==> src/sev_pkg.sv <==
package sev_pkg;

    // Register byte offsets
    localparam logic [11:0] CTRL_OFS = 12'h000;
    localparam logic [11:0] CAPEN_OFS = 12'h004;
    localparam logic [11:0] INSTATE_OFS = 12'h008;
    localparam logic [11:0] OVF_OFS = 12'h00C;
    localparam logic [11:0] FULL_OFS = 12'h010;
    localparam logic [11:0] ACK_OFS = 12'h014;
    localparam logic [11:0] TIME_OFS = 12'h018;
    localparam logic [11:0] INT_STAT_OFS = 12'h01C;
    localparam logic [11:0] INT_MASK_OFS = 12'h020;
    localparam logic [11:0] RPI_OFS = 12'h024;
    localparam logic [11:0] SLOT_BASE = 12'h100;

    // Control register fields and reset value; capture-enable and mask reset values
    localparam int CTRL_HOLD_BIT = 0;
    localparam int CTRL_MODE_BIT = 1;
    localparam logic [31:0] CTRL_RESET = 32'h0000_0003;
    localparam logic [31:0] CAPEN_RESET = 32'h0000_0000;
    localparam logic [31:0] MASK_RESET = 32'h0000_0000;

    // Interrupt status bit positions
    localparam int INT_CAPTURE = 0;
    localparam int INT_LOST = 1;
    localparam int INT_PACKET = 2;
    localparam int INT_W = 3;

    // Timing: clock, time counter tick and packet interval limits
    localparam int CLK_PERIOD_NS = 25;
    localparam int TICK_NS = 1000;
    localparam int TICK_CYCLES = (TICK_NS + CLK_PERIOD_NS - 1) / CLK_PERIOD_NS;
    localparam int ORDER_RESOLUTION_US = 25;
    localparam int RPI_DEFAULT_US = 10000;
    localparam int RPI_MIN_US = 200;
    localparam int RPI_MAX_US = 750000;

    // Expand APB byte strobes to a bit mask
    function automatic logic [31:0] strb_mask(input logic [3:0] strb);
        logic [31:0] m;
        m = 32'h0000_0000;
        for (int b = 0; b < 4; b++) begin
            m[8*b +: 8] = {8{strb[b]}};
        end
        return m;
    endfunction

    // Byte-lane merge of write data into an old value
    function automatic logic [31:0] merge_write(input logic [31:0] old, input logic [31:0] wdata,
                                                input logic [3:0] strb);
        logic [31:0] m;
        m = strb_mask(strb);
        return (old & ~m) | (wdata & m);
    endfunction

endpackage

==> src/sev_time_if.sv <==
`timescale 1ns/100ps
interface sev_time_if #(
    parameter int TIME_W = 32,
    parameter int RPI_W = 20
);
    logic [TIME_W-1:0] now;
    logic tick;
    logic [RPI_W-1:0] rpi_us;
    logic rpi_restart;
    logic rpi_due;

    modport tb (input rpi_us, input rpi_restart, output now, output tick, output rpi_due);
    modport core (output rpi_us, output rpi_restart, input now, input tick, input rpi_due);
endinterface

==> src/sev_point_capture.sv <==
// The APB interface to the registers and the placing of the registers were left to the implementer.
`timescale 1ns/100ps
module sev_point_capture #(
    parameter int N_IN = 16,
    parameter int TIME_W = 32,
    parameter int RPI_W = 20,
    parameter int TICK_DIV = sev_pkg::TICK_CYCLES
) (
    input wire logic clk,
    input wire logic reset,
    input wire logic [11:0] paddr,
    input wire logic psel,
    input wire logic penable,
    input wire logic pwrite,
    input wire logic [31:0] pwdata,
    input wire logic [3:0] pstrb,
    output logic [31:0] prdata,
    output logic pready,
    output logic pslverr,
    input wire logic [N_IN-1:0] din,
    output logic [N_IN-1:0] point_lost_event_flag,
    output logic data_produce,
    output logic irq
);
    localparam int N_SLOT = 2 * N_IN;
    localparam int SLOT_IW = $clog2(N_SLOT);
    localparam logic [RPI_W-1:0] RPI_RESET = RPI_W'(sev_pkg::RPI_DEFAULT_US);
    localparam logic [RPI_W-1:0] RPI_MIN = RPI_W'(sev_pkg::RPI_MIN_US);
    localparam logic [RPI_W-1:0] RPI_MAX = RPI_W'(sev_pkg::RPI_MAX_US);
    localparam logic [11:0] SLOT_END = sev_pkg::SLOT_BASE + 12'(4 * N_SLOT);

    sev_time_if #(.TIME_W(TIME_W), .RPI_W(RPI_W)) tif ();

    logic [31:0] ctrl_reg;
    logic [N_SLOT-1:0] capen_reg;
    logic [N_SLOT-1:0] full_reg;
    logic [sev_pkg::INT_W-1:0] int_stat_reg;
    logic [sev_pkg::INT_W-1:0] int_mask_reg;
    logic [RPI_W-1:0] rpi_reg;
    logic [TIME_W-1:0] slot_ts_reg [N_SLOT];
    logic [N_IN-1:0] in_state;
    logic [N_IN-1:0] rise;
    logic [N_IN-1:0] fall;
    logic [N_SLOT-1:0] edge_ok;
    logic [N_SLOT-1:0] ack_w;
    logic [N_SLOT-1:0] cap_take;
    logic [N_SLOT-1:0] lost_slot;
    logic [N_IN-1:0] lost_in;
    logic [N_IN-1:0] ovf_clr;
    logic [sev_pkg::INT_W-1:0] int_clr;
    logic [sev_pkg::INT_W-1:0] int_set;
    logic [31:0] wmask;
    logic [31:0] merged;
    logic [31:0] rd_data;
    logic rd_hit;
    logic wr_en;
    logic hold;
    logic mode_on;
    logic [RPI_W-1:0] rpi_wr;

    sev_timebase #(
        .TIME_W(TIME_W),
        .RPI_W(RPI_W),
        .TICK_DIV(TICK_DIV)
    ) u_timebase (
        .clk(clk),
        .reset(reset),
        .tif(tif)
    );

    sev_edge_detect #(
        .N(N_IN)
    ) u_edges (
        .clk(clk),
        .reset(reset),
        .din(din),
        .state(in_state),
        .rise(rise),
        .fall(fall)
    );

    // Slot index from a slot-window byte address
    function automatic logic [SLOT_IW-1:0] slot_index(input logic [11:0] addr);
        logic [11:0] rel;
        rel = addr - sev_pkg::SLOT_BASE;
        return rel[SLOT_IW+1:2];
    endfunction

    // Module-wide settings
    assign hold = ctrl_reg[sev_pkg::CTRL_HOLD_BIT];
    assign mode_on = ctrl_reg[sev_pkg::CTRL_MODE_BIT];

    // Write strobe: last edge of the access phase only
    assign wr_en = psel && penable && pready && pwrite && !pslverr;
    assign wmask = sev_pkg::strb_mask(pstrb);

    // Slot k below N_IN is the off-to-on slot of input k, the rest on-to-off
    always_comb begin
        edge_ok = {fall, rise} & capen_reg & {N_SLOT{mode_on}};
        ack_w = '0;
        if (wr_en && paddr == sev_pkg::ACK_OFS) begin
            ack_w = pwdata[N_SLOT-1:0] & wmask[N_SLOT-1:0];
        end
        // Same-cycle acknowledge frees the slot before the new edge lands
        lost_slot = edge_ok & full_reg & ~ack_w;
        cap_take = hold ? (edge_ok & ~lost_slot) : edge_ok;
        lost_in = lost_slot[N_IN-1:0] | lost_slot[N_SLOT-1:N_IN];
    end

    // Occupancy per slot: acknowledge clears, capture sets
    always_ff @(posedge clk) begin
        if (reset) begin
            full_reg <= '0;
        end else begin
            full_reg <= (full_reg & ~ack_w) | cap_take;
        end
    end

    // Timestamp storage, one word per input and direction
    always_ff @(posedge clk) begin
        for (int k = 0; k < N_SLOT; k++) begin
            if (cap_take[k]) begin
                slot_ts_reg[k] <= tif.now;
            end
        end
    end

    // Lost flags are sticky; a new loss wins over a clear
    always_comb begin
        ovf_clr = '0;
        if (wr_en && paddr == sev_pkg::OVF_OFS) begin
            ovf_clr = pwdata[N_IN-1:0] & wmask[N_IN-1:0];
        end
    end

    always_ff @(posedge clk) begin
        if (reset) begin
            point_lost_event_flag <= '0;
        end else begin
            point_lost_event_flag <= (point_lost_event_flag & ~ovf_clr) | lost_in;
        end
    end

    // Produce pulse after each capture and at each packet interval
    assign tif.rpi_restart = |cap_take;
    assign tif.rpi_us = rpi_reg;

    always_ff @(posedge clk) begin
        if (reset) begin
            data_produce <= 1'b0;
        end else begin
            data_produce <= (|cap_take) | tif.rpi_due;
        end
    end

    // Merged write value for read-write registers
    always_comb begin
        merged = 32'h0000_0000;
        case (paddr)
            sev_pkg::CTRL_OFS: merged = sev_pkg::merge_write(ctrl_reg, pwdata, pstrb);
            sev_pkg::CAPEN_OFS: merged = (32'(capen_reg) & ~wmask) | (pwdata & wmask);
            sev_pkg::INT_MASK_OFS: merged = (32'(int_mask_reg) & ~wmask) | (pwdata & wmask);
            sev_pkg::RPI_OFS: merged = (32'(rpi_reg) & ~wmask) | (pwdata & wmask);
            default: merged = 32'h0000_0000;
        endcase
    end

    // Interval writes are clamped into the legal range
    always_comb begin
        rpi_wr = merged[RPI_W-1:0];
        if (rpi_wr < RPI_MIN) begin
            rpi_wr = RPI_MIN;
        end else if (rpi_wr > RPI_MAX) begin
            rpi_wr = RPI_MAX;
        end
    end

    // Control: hold defaults to on for every input together
    always_ff @(posedge clk) begin
        if (reset) begin
            ctrl_reg <= sev_pkg::CTRL_RESET;
        end else if (wr_en && paddr == sev_pkg::CTRL_OFS) begin
            ctrl_reg <= merged & sev_pkg::CTRL_RESET;
        end
    end

    // Capture enables and packet interval
    always_ff @(posedge clk) begin
        if (reset) begin
            capen_reg <= sev_pkg::CAPEN_RESET[N_SLOT-1:0];
            rpi_reg <= RPI_RESET;
        end else if (wr_en) begin
            if (paddr == sev_pkg::CAPEN_OFS) begin
                capen_reg <= merged[N_SLOT-1:0];
            end
            if (paddr == sev_pkg::RPI_OFS) begin
                rpi_reg <= rpi_wr;
            end
        end
    end

    // Interrupt events and write-one-to-clear
    always_comb begin
        int_set = '0;
        int_set[sev_pkg::INT_CAPTURE] = |cap_take;
        int_set[sev_pkg::INT_LOST] = |lost_in;
        int_set[sev_pkg::INT_PACKET] = tif.rpi_due;
        int_clr = '0;
        if (wr_en && paddr == sev_pkg::INT_STAT_OFS) begin
            int_clr = pwdata[sev_pkg::INT_W-1:0] & wmask[sev_pkg::INT_W-1:0];
        end
    end

    always_ff @(posedge clk) begin
        if (reset) begin
            int_stat_reg <= '0;
            int_mask_reg <= sev_pkg::MASK_RESET[sev_pkg::INT_W-1:0];
        end else begin
            int_stat_reg <= (int_stat_reg & ~int_clr) | int_set;
            if (wr_en && paddr == sev_pkg::INT_MASK_OFS) begin
                int_mask_reg <= merged[sev_pkg::INT_W-1:0];
            end
        end
    end

    // Level interrupt, one cycle behind the status bits
    always_ff @(posedge clk) begin
        if (reset) begin
            irq <= 1'b0;
        end else begin
            irq <= |(int_stat_reg & int_mask_reg);
        end
    end

    // Read decode; unmapped addresses answer with an error
    always_comb begin
        rd_data = 32'h0000_0000;
        rd_hit = 1'b1;
        case (paddr)
            sev_pkg::CTRL_OFS: rd_data = ctrl_reg;
            sev_pkg::CAPEN_OFS: rd_data[N_SLOT-1:0] = capen_reg;
            sev_pkg::INSTATE_OFS: rd_data[N_IN-1:0] = in_state;
            sev_pkg::OVF_OFS: rd_data[N_IN-1:0] = point_lost_event_flag;
            sev_pkg::FULL_OFS: rd_data[N_SLOT-1:0] = full_reg;
            sev_pkg::ACK_OFS: rd_data = 32'h0000_0000;
            sev_pkg::TIME_OFS: rd_data[TIME_W-1:0] = tif.now;
            sev_pkg::INT_STAT_OFS: rd_data[sev_pkg::INT_W-1:0] = int_stat_reg;
            sev_pkg::INT_MASK_OFS: rd_data[sev_pkg::INT_W-1:0] = int_mask_reg;
            sev_pkg::RPI_OFS: rd_data[RPI_W-1:0] = rpi_reg;
            default: begin
                if (paddr >= sev_pkg::SLOT_BASE && paddr < SLOT_END && paddr[1:0] == 2'b00) begin
                    rd_data[TIME_W-1:0] = slot_ts_reg[slot_index(paddr)];
                end else begin
                    rd_hit = 1'b0;
                end
            end
        endcase
    end

    // APB answer: data latched in setup, ready for exactly one access cycle
    always_ff @(posedge clk) begin
        if (reset) begin
            pready <= 1'b0;
            pslverr <= 1'b0;
            prdata <= 32'h0000_0000;
        end else if (psel && !penable) begin
            pready <= 1'b1;
            pslverr <= !rd_hit;
            prdata <= (pwrite || !rd_hit) ? 32'h0000_0000 : rd_data;
        end else begin
            pready <= 1'b0;
            pslverr <= 1'b0;
        end
    end
endmodule

==> src/sev_timebase.sv <==
`timescale 1ns/100ps
module sev_timebase #(
    parameter int TIME_W = 32,
    parameter int RPI_W = 20,
    parameter int TICK_DIV = sev_pkg::TICK_CYCLES
) (
    input wire logic clk,
    input wire logic reset,
    sev_time_if.tb tif
);
    localparam int DIV_W = $clog2(TICK_DIV + 1);
    localparam logic [DIV_W-1:0] DIV_LAST = DIV_W'(TICK_DIV - 1);

    logic [DIV_W-1:0] div_reg;
    logic [RPI_W-1:0] rpi_cnt_reg;

    // One-cycle tick every microsecond
    always_ff @(posedge clk) begin
        if (reset) begin
            div_reg <= '0;
            tif.tick <= 1'b0;
        end else begin
            tif.tick <= (div_reg == DIV_LAST);
            div_reg <= (div_reg == DIV_LAST) ? '0 : div_reg + 1'b1;
        end
    end

    // Free-running time counter, 1 us per count, far finer than 25 us
    always_ff @(posedge clk) begin
        if (reset) begin
            tif.now <= '0;
        end else if (tif.tick) begin
            tif.now <= tif.now + 1'b1;
        end
    end

    // Packet interval timer; restarts whenever data was just produced
    always_ff @(posedge clk) begin
        if (reset) begin
            rpi_cnt_reg <= '0;
            tif.rpi_due <= 1'b0;
        end else begin
            tif.rpi_due <= 1'b0;
            if (tif.rpi_restart) begin
                rpi_cnt_reg <= '0;
            end else if (tif.tick) begin
                if (rpi_cnt_reg + 1'b1 >= tif.rpi_us) begin
                    rpi_cnt_reg <= '0;
                    tif.rpi_due <= 1'b1;
                end else begin
                    rpi_cnt_reg <= rpi_cnt_reg + 1'b1;
                end
            end
        end
    end
endmodule

==> src/sev_edge_detect.sv <==
`timescale 1ns/100ps
module sev_edge_detect #(
    parameter int N = 16
) (
    input wire logic clk,
    input wire logic reset,
    input wire logic [N-1:0] din,
    output logic [N-1:0] state,
    output logic [N-1:0] rise,
    output logic [N-1:0] fall
);
    logic [N-1:0] prev_reg;
    logic primed_reg;

    // First sample after reset only primes, so a high input is no edge
    always_ff @(posedge clk) begin
        if (reset) begin
            prev_reg <= '0;
            primed_reg <= 1'b0;
        end else begin
            prev_reg <= din;
            primed_reg <= 1'b1;
        end
    end

    // Edge flags relative to the last clocked sample
    assign state = prev_reg;
    assign rise = primed_reg ? (din & ~prev_reg) : '0;
    assign fall = primed_reg ? (~din & prev_reg) : '0;
endmodule

==> config.mk <==
export PLATFORM = sky130hd
export DESIGN_NAME = sev_point_capture
export DESIGN_NICKNAME = d
export VERILOG_FILES = /design/src/sev_pkg.sv /design/src/sev_time_if.sv /design/src/sev_point_capture.sv /design/src/sev_timebase.sv /design/src/sev_edge_detect.sv
export SDC_FILE = /design/constraint.sdc
export NUM_CORES = 2
export LEC_CHECK = 0
export BUFFER_PORTS_ARGS = -buffer_cell sky130_fd_sc_hd__buf_2
export CORE_MARGIN = 5
export CORE_UTILIZATION = 30
export DETAILED_ROUTE_END_ITERATION = 16
export PLACE_DENSITY_LB_ADDON = 0.05
export RECOVER_POWER = 100
export SYNTH_ARGS = -nofsm -noshare
export SYNTH_HDL_FRONTEND = slang
export SYNTH_SLANG_ARGS = --single-unit
==> constraint.sdc <==
create_clock -name clk -period 5.6 [get_ports clk]
set_clock_uncertainty 0.2 [all_clocks]
set_input_delay 0.84 -clock clk [delete_from_list [all_inputs] [get_ports clk]]
set_output_delay 0.84 -clock clk [all_outputs]
set_load 0.005 [all_outputs]
## Word-level counts from Yosys, hierarchy flattened

Memories as Yosys holds them, arrays and structs flattened.
Cells that the tools add are included.

| storage, ports and cells | value |
|---|---|
| memories kept | 1 |
| input port bits | 69 |
| register bits | 221 |
| output and inout bits | 52 |
| RAM bits | 1024 |
| word-level logic and storage cells | 255 |

Memory list:

| memory | words | width | rd ports | clocked after memory_dff | write ports | line | RTL |
|---|---|---|---|---|---|---|---|
| slot_ts_reg | 32 | 32 | 1 | 0 | 16 | sev_point_capture.sv:40 | `logic [TIME_W-1:0] slot_ts_reg [N_SLOT];` |

| cells by class | value |
|---|---|
| add/subtract/negate cells | 4 |
| equal/unequal tests | 10 |
| muxes and demuxes | 133 |
| reduce and logical (&&, ||, !) cells | 47 |
| order comparisons | 5 |
| bitwise logic cells | 36 |

Operators by type and width:

| cell | number |
|---|---|
| 32-bit two-way mux | 20 |
| 32-bit OR reduction | 17 |
| 32-bit AND | 8 |
| 32-bit bitwise OR | 5 |
| 32-bit case mux with 4 select lines | 1 |
| 32-bit NOT | 3 |
| 13-bit case mux with 7 select lines | 1 |
| 1-bit two-way mux | 85 |
| 5-bit two-way mux | 16 |
| 16-bit AND | 4 |
| 20-bit two-way mux | 3 |
| 12-bit by 5-bit equality test with 1-bit output, second input constant | 4 |
| 16-bit two-way mux | 3 |
| 16-bit NOT | 3 |
| 12-bit case mux with 4 select lines | 1 |
| 34-bit OR reduction | 1 |
| 33-bit OR reduction | 1 |
| 32-bit by 1-bit adder with 32-bit output, second input constant | 1 |
| 2-bit by 32-bit AND with 32-bit output | 1 |
| 20-bit by 32-bit AND with 32-bit output | 1 |
| 3-bit by 32-bit AND with 32-bit output | 1 |
| 16-bit bitwise OR | 2 |
| 3-bit case mux with 10 select lines | 1 |
| 12-bit by 4-bit equality test with 1-bit output, second input constant | 2 |
| 31 further kinds | 50 |

## Logic depth before layout (Yosys ltp)

| logic depth | value |
|---|---|
| word-level depth | 15 |
| gate-level depth with buffers | 15 |
| depth with buffers taken out | 14 |

## Hierarchy

From an unflattened synthesis, not the netlist that was laid out.

| second synthesis, totals | value |
|---|---|
| cells, all modules | 2967 |
| area total of the unflattened synthesis | 50927.6 um^2 |

By module, submodules not included:

| module | seq. area each (um^2) | cells each | area an instance (um^2) | times used |
|---|---|---|---|---|
| sev_point_capture | 33632.3 | 2496 | 46841.2 | 1 |
| sev_timebase | 1201.2 | 401 | 3304.4 | 1 |
| sev_edge_detect | 340.3 | 70 | 782.0 | 1 |

## Worst setup path before layout

Ideal clock, no wire load.

| timing | value |
|---|---|
| path kind | input -> register |
| from | input paddr[9] |
| to | memory slot_ts_reg[1][0] (enable) |
| setup slack | 1.041 ns |
| stages on the path | 7 |
| setup time | 0.432 ns |
| arrival time | 3.927 ns |
| buffers on the path | 2 |
| data required time | 4.968 ns |
| cell sequence | nor3_1 > nand4_1 > buf_2 > buf_2 > o31ai_1 > inv_1 > a21oi_1 |

RTL lines:

| item | line | RTL |
|---|---|---|
| start, declared | sev_point_capture.sv:11 | `input wire logic [11:0] paddr,` |
| end, declared | sev_point_capture.sv:40 |  |

==> results.md <==
## Critical path
* **CP max FO** 24
* **Crit path required time** 5770 ps
* **number of buffers and inverters on the critical path** 3
* **Largest delay share family, worst path** simple AND/OR/NAND/NOR gates
* **Critical Path Start Type** primary input
* **Worst path slowest cell** sky130_fd_sc_hd__nor2_2
* **kind of critical path** in -> reg
* **Worst Path Arrival** 5370 ps
* **crit path cell chain** buf_2, nor3_1, nand4_1, clkbuf_1, o31ai_1, nor2_1, nor2_2, clkbuf_1
* **CP most frequent cell** sky130_fd_sc_hd__clkbuf_1
* **endpoint type of the worst setup path** flop
* **Critical Path Max Stage Delay** 1280 ps

## STA
* **Hold Worst Slack** 126 ps
* **pins over their slew limit** 1,624
* **Worst-Margin Slew** 4720 ps
* **clock period minus worst slack** 5200 ps
* **maximum clock frequency** 192 MHz
* **final hold violation count** 0
* **worst path setup slack after routing** 400 ps
* **tightest slew margin relative to the limit** -215%
* **number of failing setup endpoints in the final timing report** 0
* **post-route fraction of the period consumed by the critical path** 92.8%
* **RSZ-0062 raised after global routing** false
* **setup total negative slack** 0 ps

## Synth
* **most instantiated cells after synthesis** sky130_fd_sc_hd__edfxtp_1, sky130_fd_sc_hd__mux4_2, sky130_fd_sc_hd__dfxtp_1
* **proportion of synthesized flip-flops having asynchronous set or reset** 0%
* **Warnings, synthesis** 0
* **number of register bits inferred by synthesis** 1,245
* **count of distinct cell types in the synthesized netlist** 76
* **cell count after synthesis** 2,992
* **Most used DFF post-synth** sky130_fd_sc_hd__edfxtp_1
* **sequential-to-total area share from yosys stat** 69.3%
* **netlist area before placement** 0.0508 mm2
* **number of nets in the synthesized netlist** 3,084
* **average size of a mapped cell** 17.0 um2
* **number of enable-type register cells in the synthesized netlist** 1,024
* **area fraction of the dominant cell type after synthesis** 60.6%
* **main area contributors after synthesis** sky130_fd_sc_hd__edfxtp_1, sky130_fd_sc_hd__mux4_2, sky130_fd_sc_hd__dfxtp_1
* **most frequent cell after synthesis** sky130_fd_sc_hd__edfxtp_1
* **largest area contributor in the netlist** sky130_fd_sc_hd__edfxtp_1

## Final layout
* **number of antenna diodes** 0
* **Multi-input gate area** 0.0148 mm2
* **number of nets in the layout** 3,315
* **Storage cell area** 0.0352 mm2
* **Layout area overhead** 16.2%
* **number of flip-flops under the largest register name** 1,024
* **share of post-route cells with drive strength above 1** 21.8%
* **number of fill cells in the layout** 16,125

## Clock tree
* **CTS resizes** 0
* **Sinks on Clock Net** 1,245
* **library cell used as clock root buffer** sky130_fd_sc_hd__clkbuf_16
* **CTS tree** built
* **number of CTS-inserted buffers** 148
* **CTS H-tree lvls** 4
* **hold-fix buffer count after cts** 0
* **Max clock buf depth** 3
* **clock latency reported for the late side of the worst-skew pair** 790 ps
* **clock transition at the registers of the reported paths** 60 ps
* **postcts setup bufs** 0

## GRT
* **Remaining Overflow, GRT** 0
* **overall global routing resource usage** 20.2%
* **vias in the first global route** 30,757
* **initial antenna violation count** 7
* **wire length of the first global-routing pass** 252 mm
* **maximum number of pins on one net before global-route repair** 106

## Drt
* **via count normalized by instance count** 5.34
* **post-route ant nets** 0
* **DRC** 0
* **wire length reported by the detailed router** 182 mm
* **post-DR wirelength/cell** 32.7 um
* **number of vias in the routed layout** 29,744
* **iteration count of the initial detailed-routing pass** 8
* **detailed router's first-iteration violation count** 3,200

## Floorplan
* **number of cell rows** 151
* **I/O Pins** 121
* **Vert. Die Dim** 421 um
* **core box area** 0.169 mm2
* **starting density of the core** 30.1%
* **die footprint** 0.178 mm2
* **die span in x** 421 um

## Job
* **Max Cap Violations** 57

## Pwr
* **worst ir drop on vdd** 0.000270 V
* **power per cell area** 337 mW/mm2
* **overall power after layout** 19,900 uW
* **Static Leakage** 0.0190 uW

## Place
* **final HPWL from detailed placement** 114 mm
* **post-place setup slack** 862 ps
* **Routability Congestion** 0.881
* **number of buffer cells added on primary ports** 120

## Min path
* **Hold Crit Class** in -> reg

## Outcome
* **run status** complete, but fails checks
* **violated checks** capacitance limit, slew limit

## cells in the final DEF, fill, tap and decap left out, types with 18 or more instances in the layout
cell type                   count
sky130_fd_sc_hd__buf_2         71
sky130_fd_sc_hd__a21o_1        19
sky130_fd_sc_hd__mux4_2       322
sky130_fd_sc_hd__clkbuf_16    151
sky130_fd_sc_hd__inv_1         64
sky130_fd_sc_hd__nor2_1       143
sky130_fd_sc_hd__xnor2_1       22
sky130_fd_sc_hd__nor3_1        28
sky130_fd_sc_hd__mux2_2        23
sky130_fd_sc_hd__a21oi_1      130
sky130_fd_sc_hd__buf_4         35
sky130_fd_sc_hd__clkbuf_1     141
sky130_fd_sc_hd__nand4_1       27
sky130_fd_sc_hd__clkinv_1      37
sky130_fd_sc_hd__clkbuf_2      22
sky130_fd_sc_hd__ha_1          23
sky130_fd_sc_hd__a222oi_1      18
sky130_fd_sc_hd__nand3_1       53
sky130_fd_sc_hd__a31oi_1       18
sky130_fd_sc_hd__mux2i_1       50
sky130_fd_sc_hd__edfxtp_1    1024
sky130_fd_sc_hd__o21ai_0       70
sky130_fd_sc_hd__nand4b_1      29
sky130_fd_sc_hd__nand2_1      197
sky130_fd_sc_hd__dfxtp_1      221
sky130_fd_sc_hd__xor2_1        26
sky130_fd_sc_hd__clkinv_2      24
sky130_fd_sc_hd__nor2b_1       23
## path summary, 6_finish.rpt
kind                            cells past startpoint                  end       start  slack [ps]
worst max-delay path                                8  slot_ts_reg[18][22]    paddr[1]         400
worst min-delay path                                2     u_edges.state[5]      din[5]         130
worst max register to register                      6  slot_ts_reg[16][20]     pslverr         510
worst min register to register                      1           prdata[20]  prdata[20]         260
## worst reg2reg max path, delay by kind of cell, from the launching register on
| family | cells | cell delay (ps) |
|---|---|---|
| DFF | 1 | 420 |
| AOI/OAI and AO/OA | 1 | 520 |
| buffers and inverters | 1 | 360 |
| and+or+nand+nor | 4 | 3280 |
## metrics by stage
stage	area [um2]	utilization, %	std cells
after floorplan	50800	-	2992
after global placement	55100	32.6	5291
after detailed placement	55100	32.6	5291
after CTS	59700	35.4	5565
after global routing	59000	34.9	5565
final	59000	34.9	5565
## cells by family after synthesis
| family | after synthesis | synth area share (%) |
|---|---|---|
| fa+ha+maj | 23 | 0.567 |
| mux | 395 | 15.8 |
| simple gates | 631 | 6.22 |
| flops | 1245 | 69.3 |
| compound gates | 415 | 5.46 |
| xor+xnor | 48 | 0.828 |
| buf+inv | 235 | 1.86 |
## power breakdown
part,internal [uW],total (uW),switching (uW)
registers,9890,9890,9.34
clock network,5400,9250,3850
logic,312,730,418
total,15600,19900,4280
## cell type report
| cell class | count | share of cell area (%) |
|---|---|---|
| Multi-Input combinational cell | 1512 | 25.0 |
| Inverter | 66 | 0.428 |
| Tap cell | 2218 | 4.70 |
| Sequential cell | 1245 | 59.6 |
| Clock buffer | 194 | 6.84 |
| Clock inverter | 80 | 1.04 |
| Timing Repair Buffer | 250 | 2.35 |
## metal layers
metal  wire length, um  up-vias  GRT usage, %
li1                  -    12548             -
met1             80500    15994          27.7
met2             88200      970          33.8
met4              5020        0          5.42
met3              8310      232          2.84
met5                 0        -             0
Note: power is estimated with default switching activity, not from simulation.
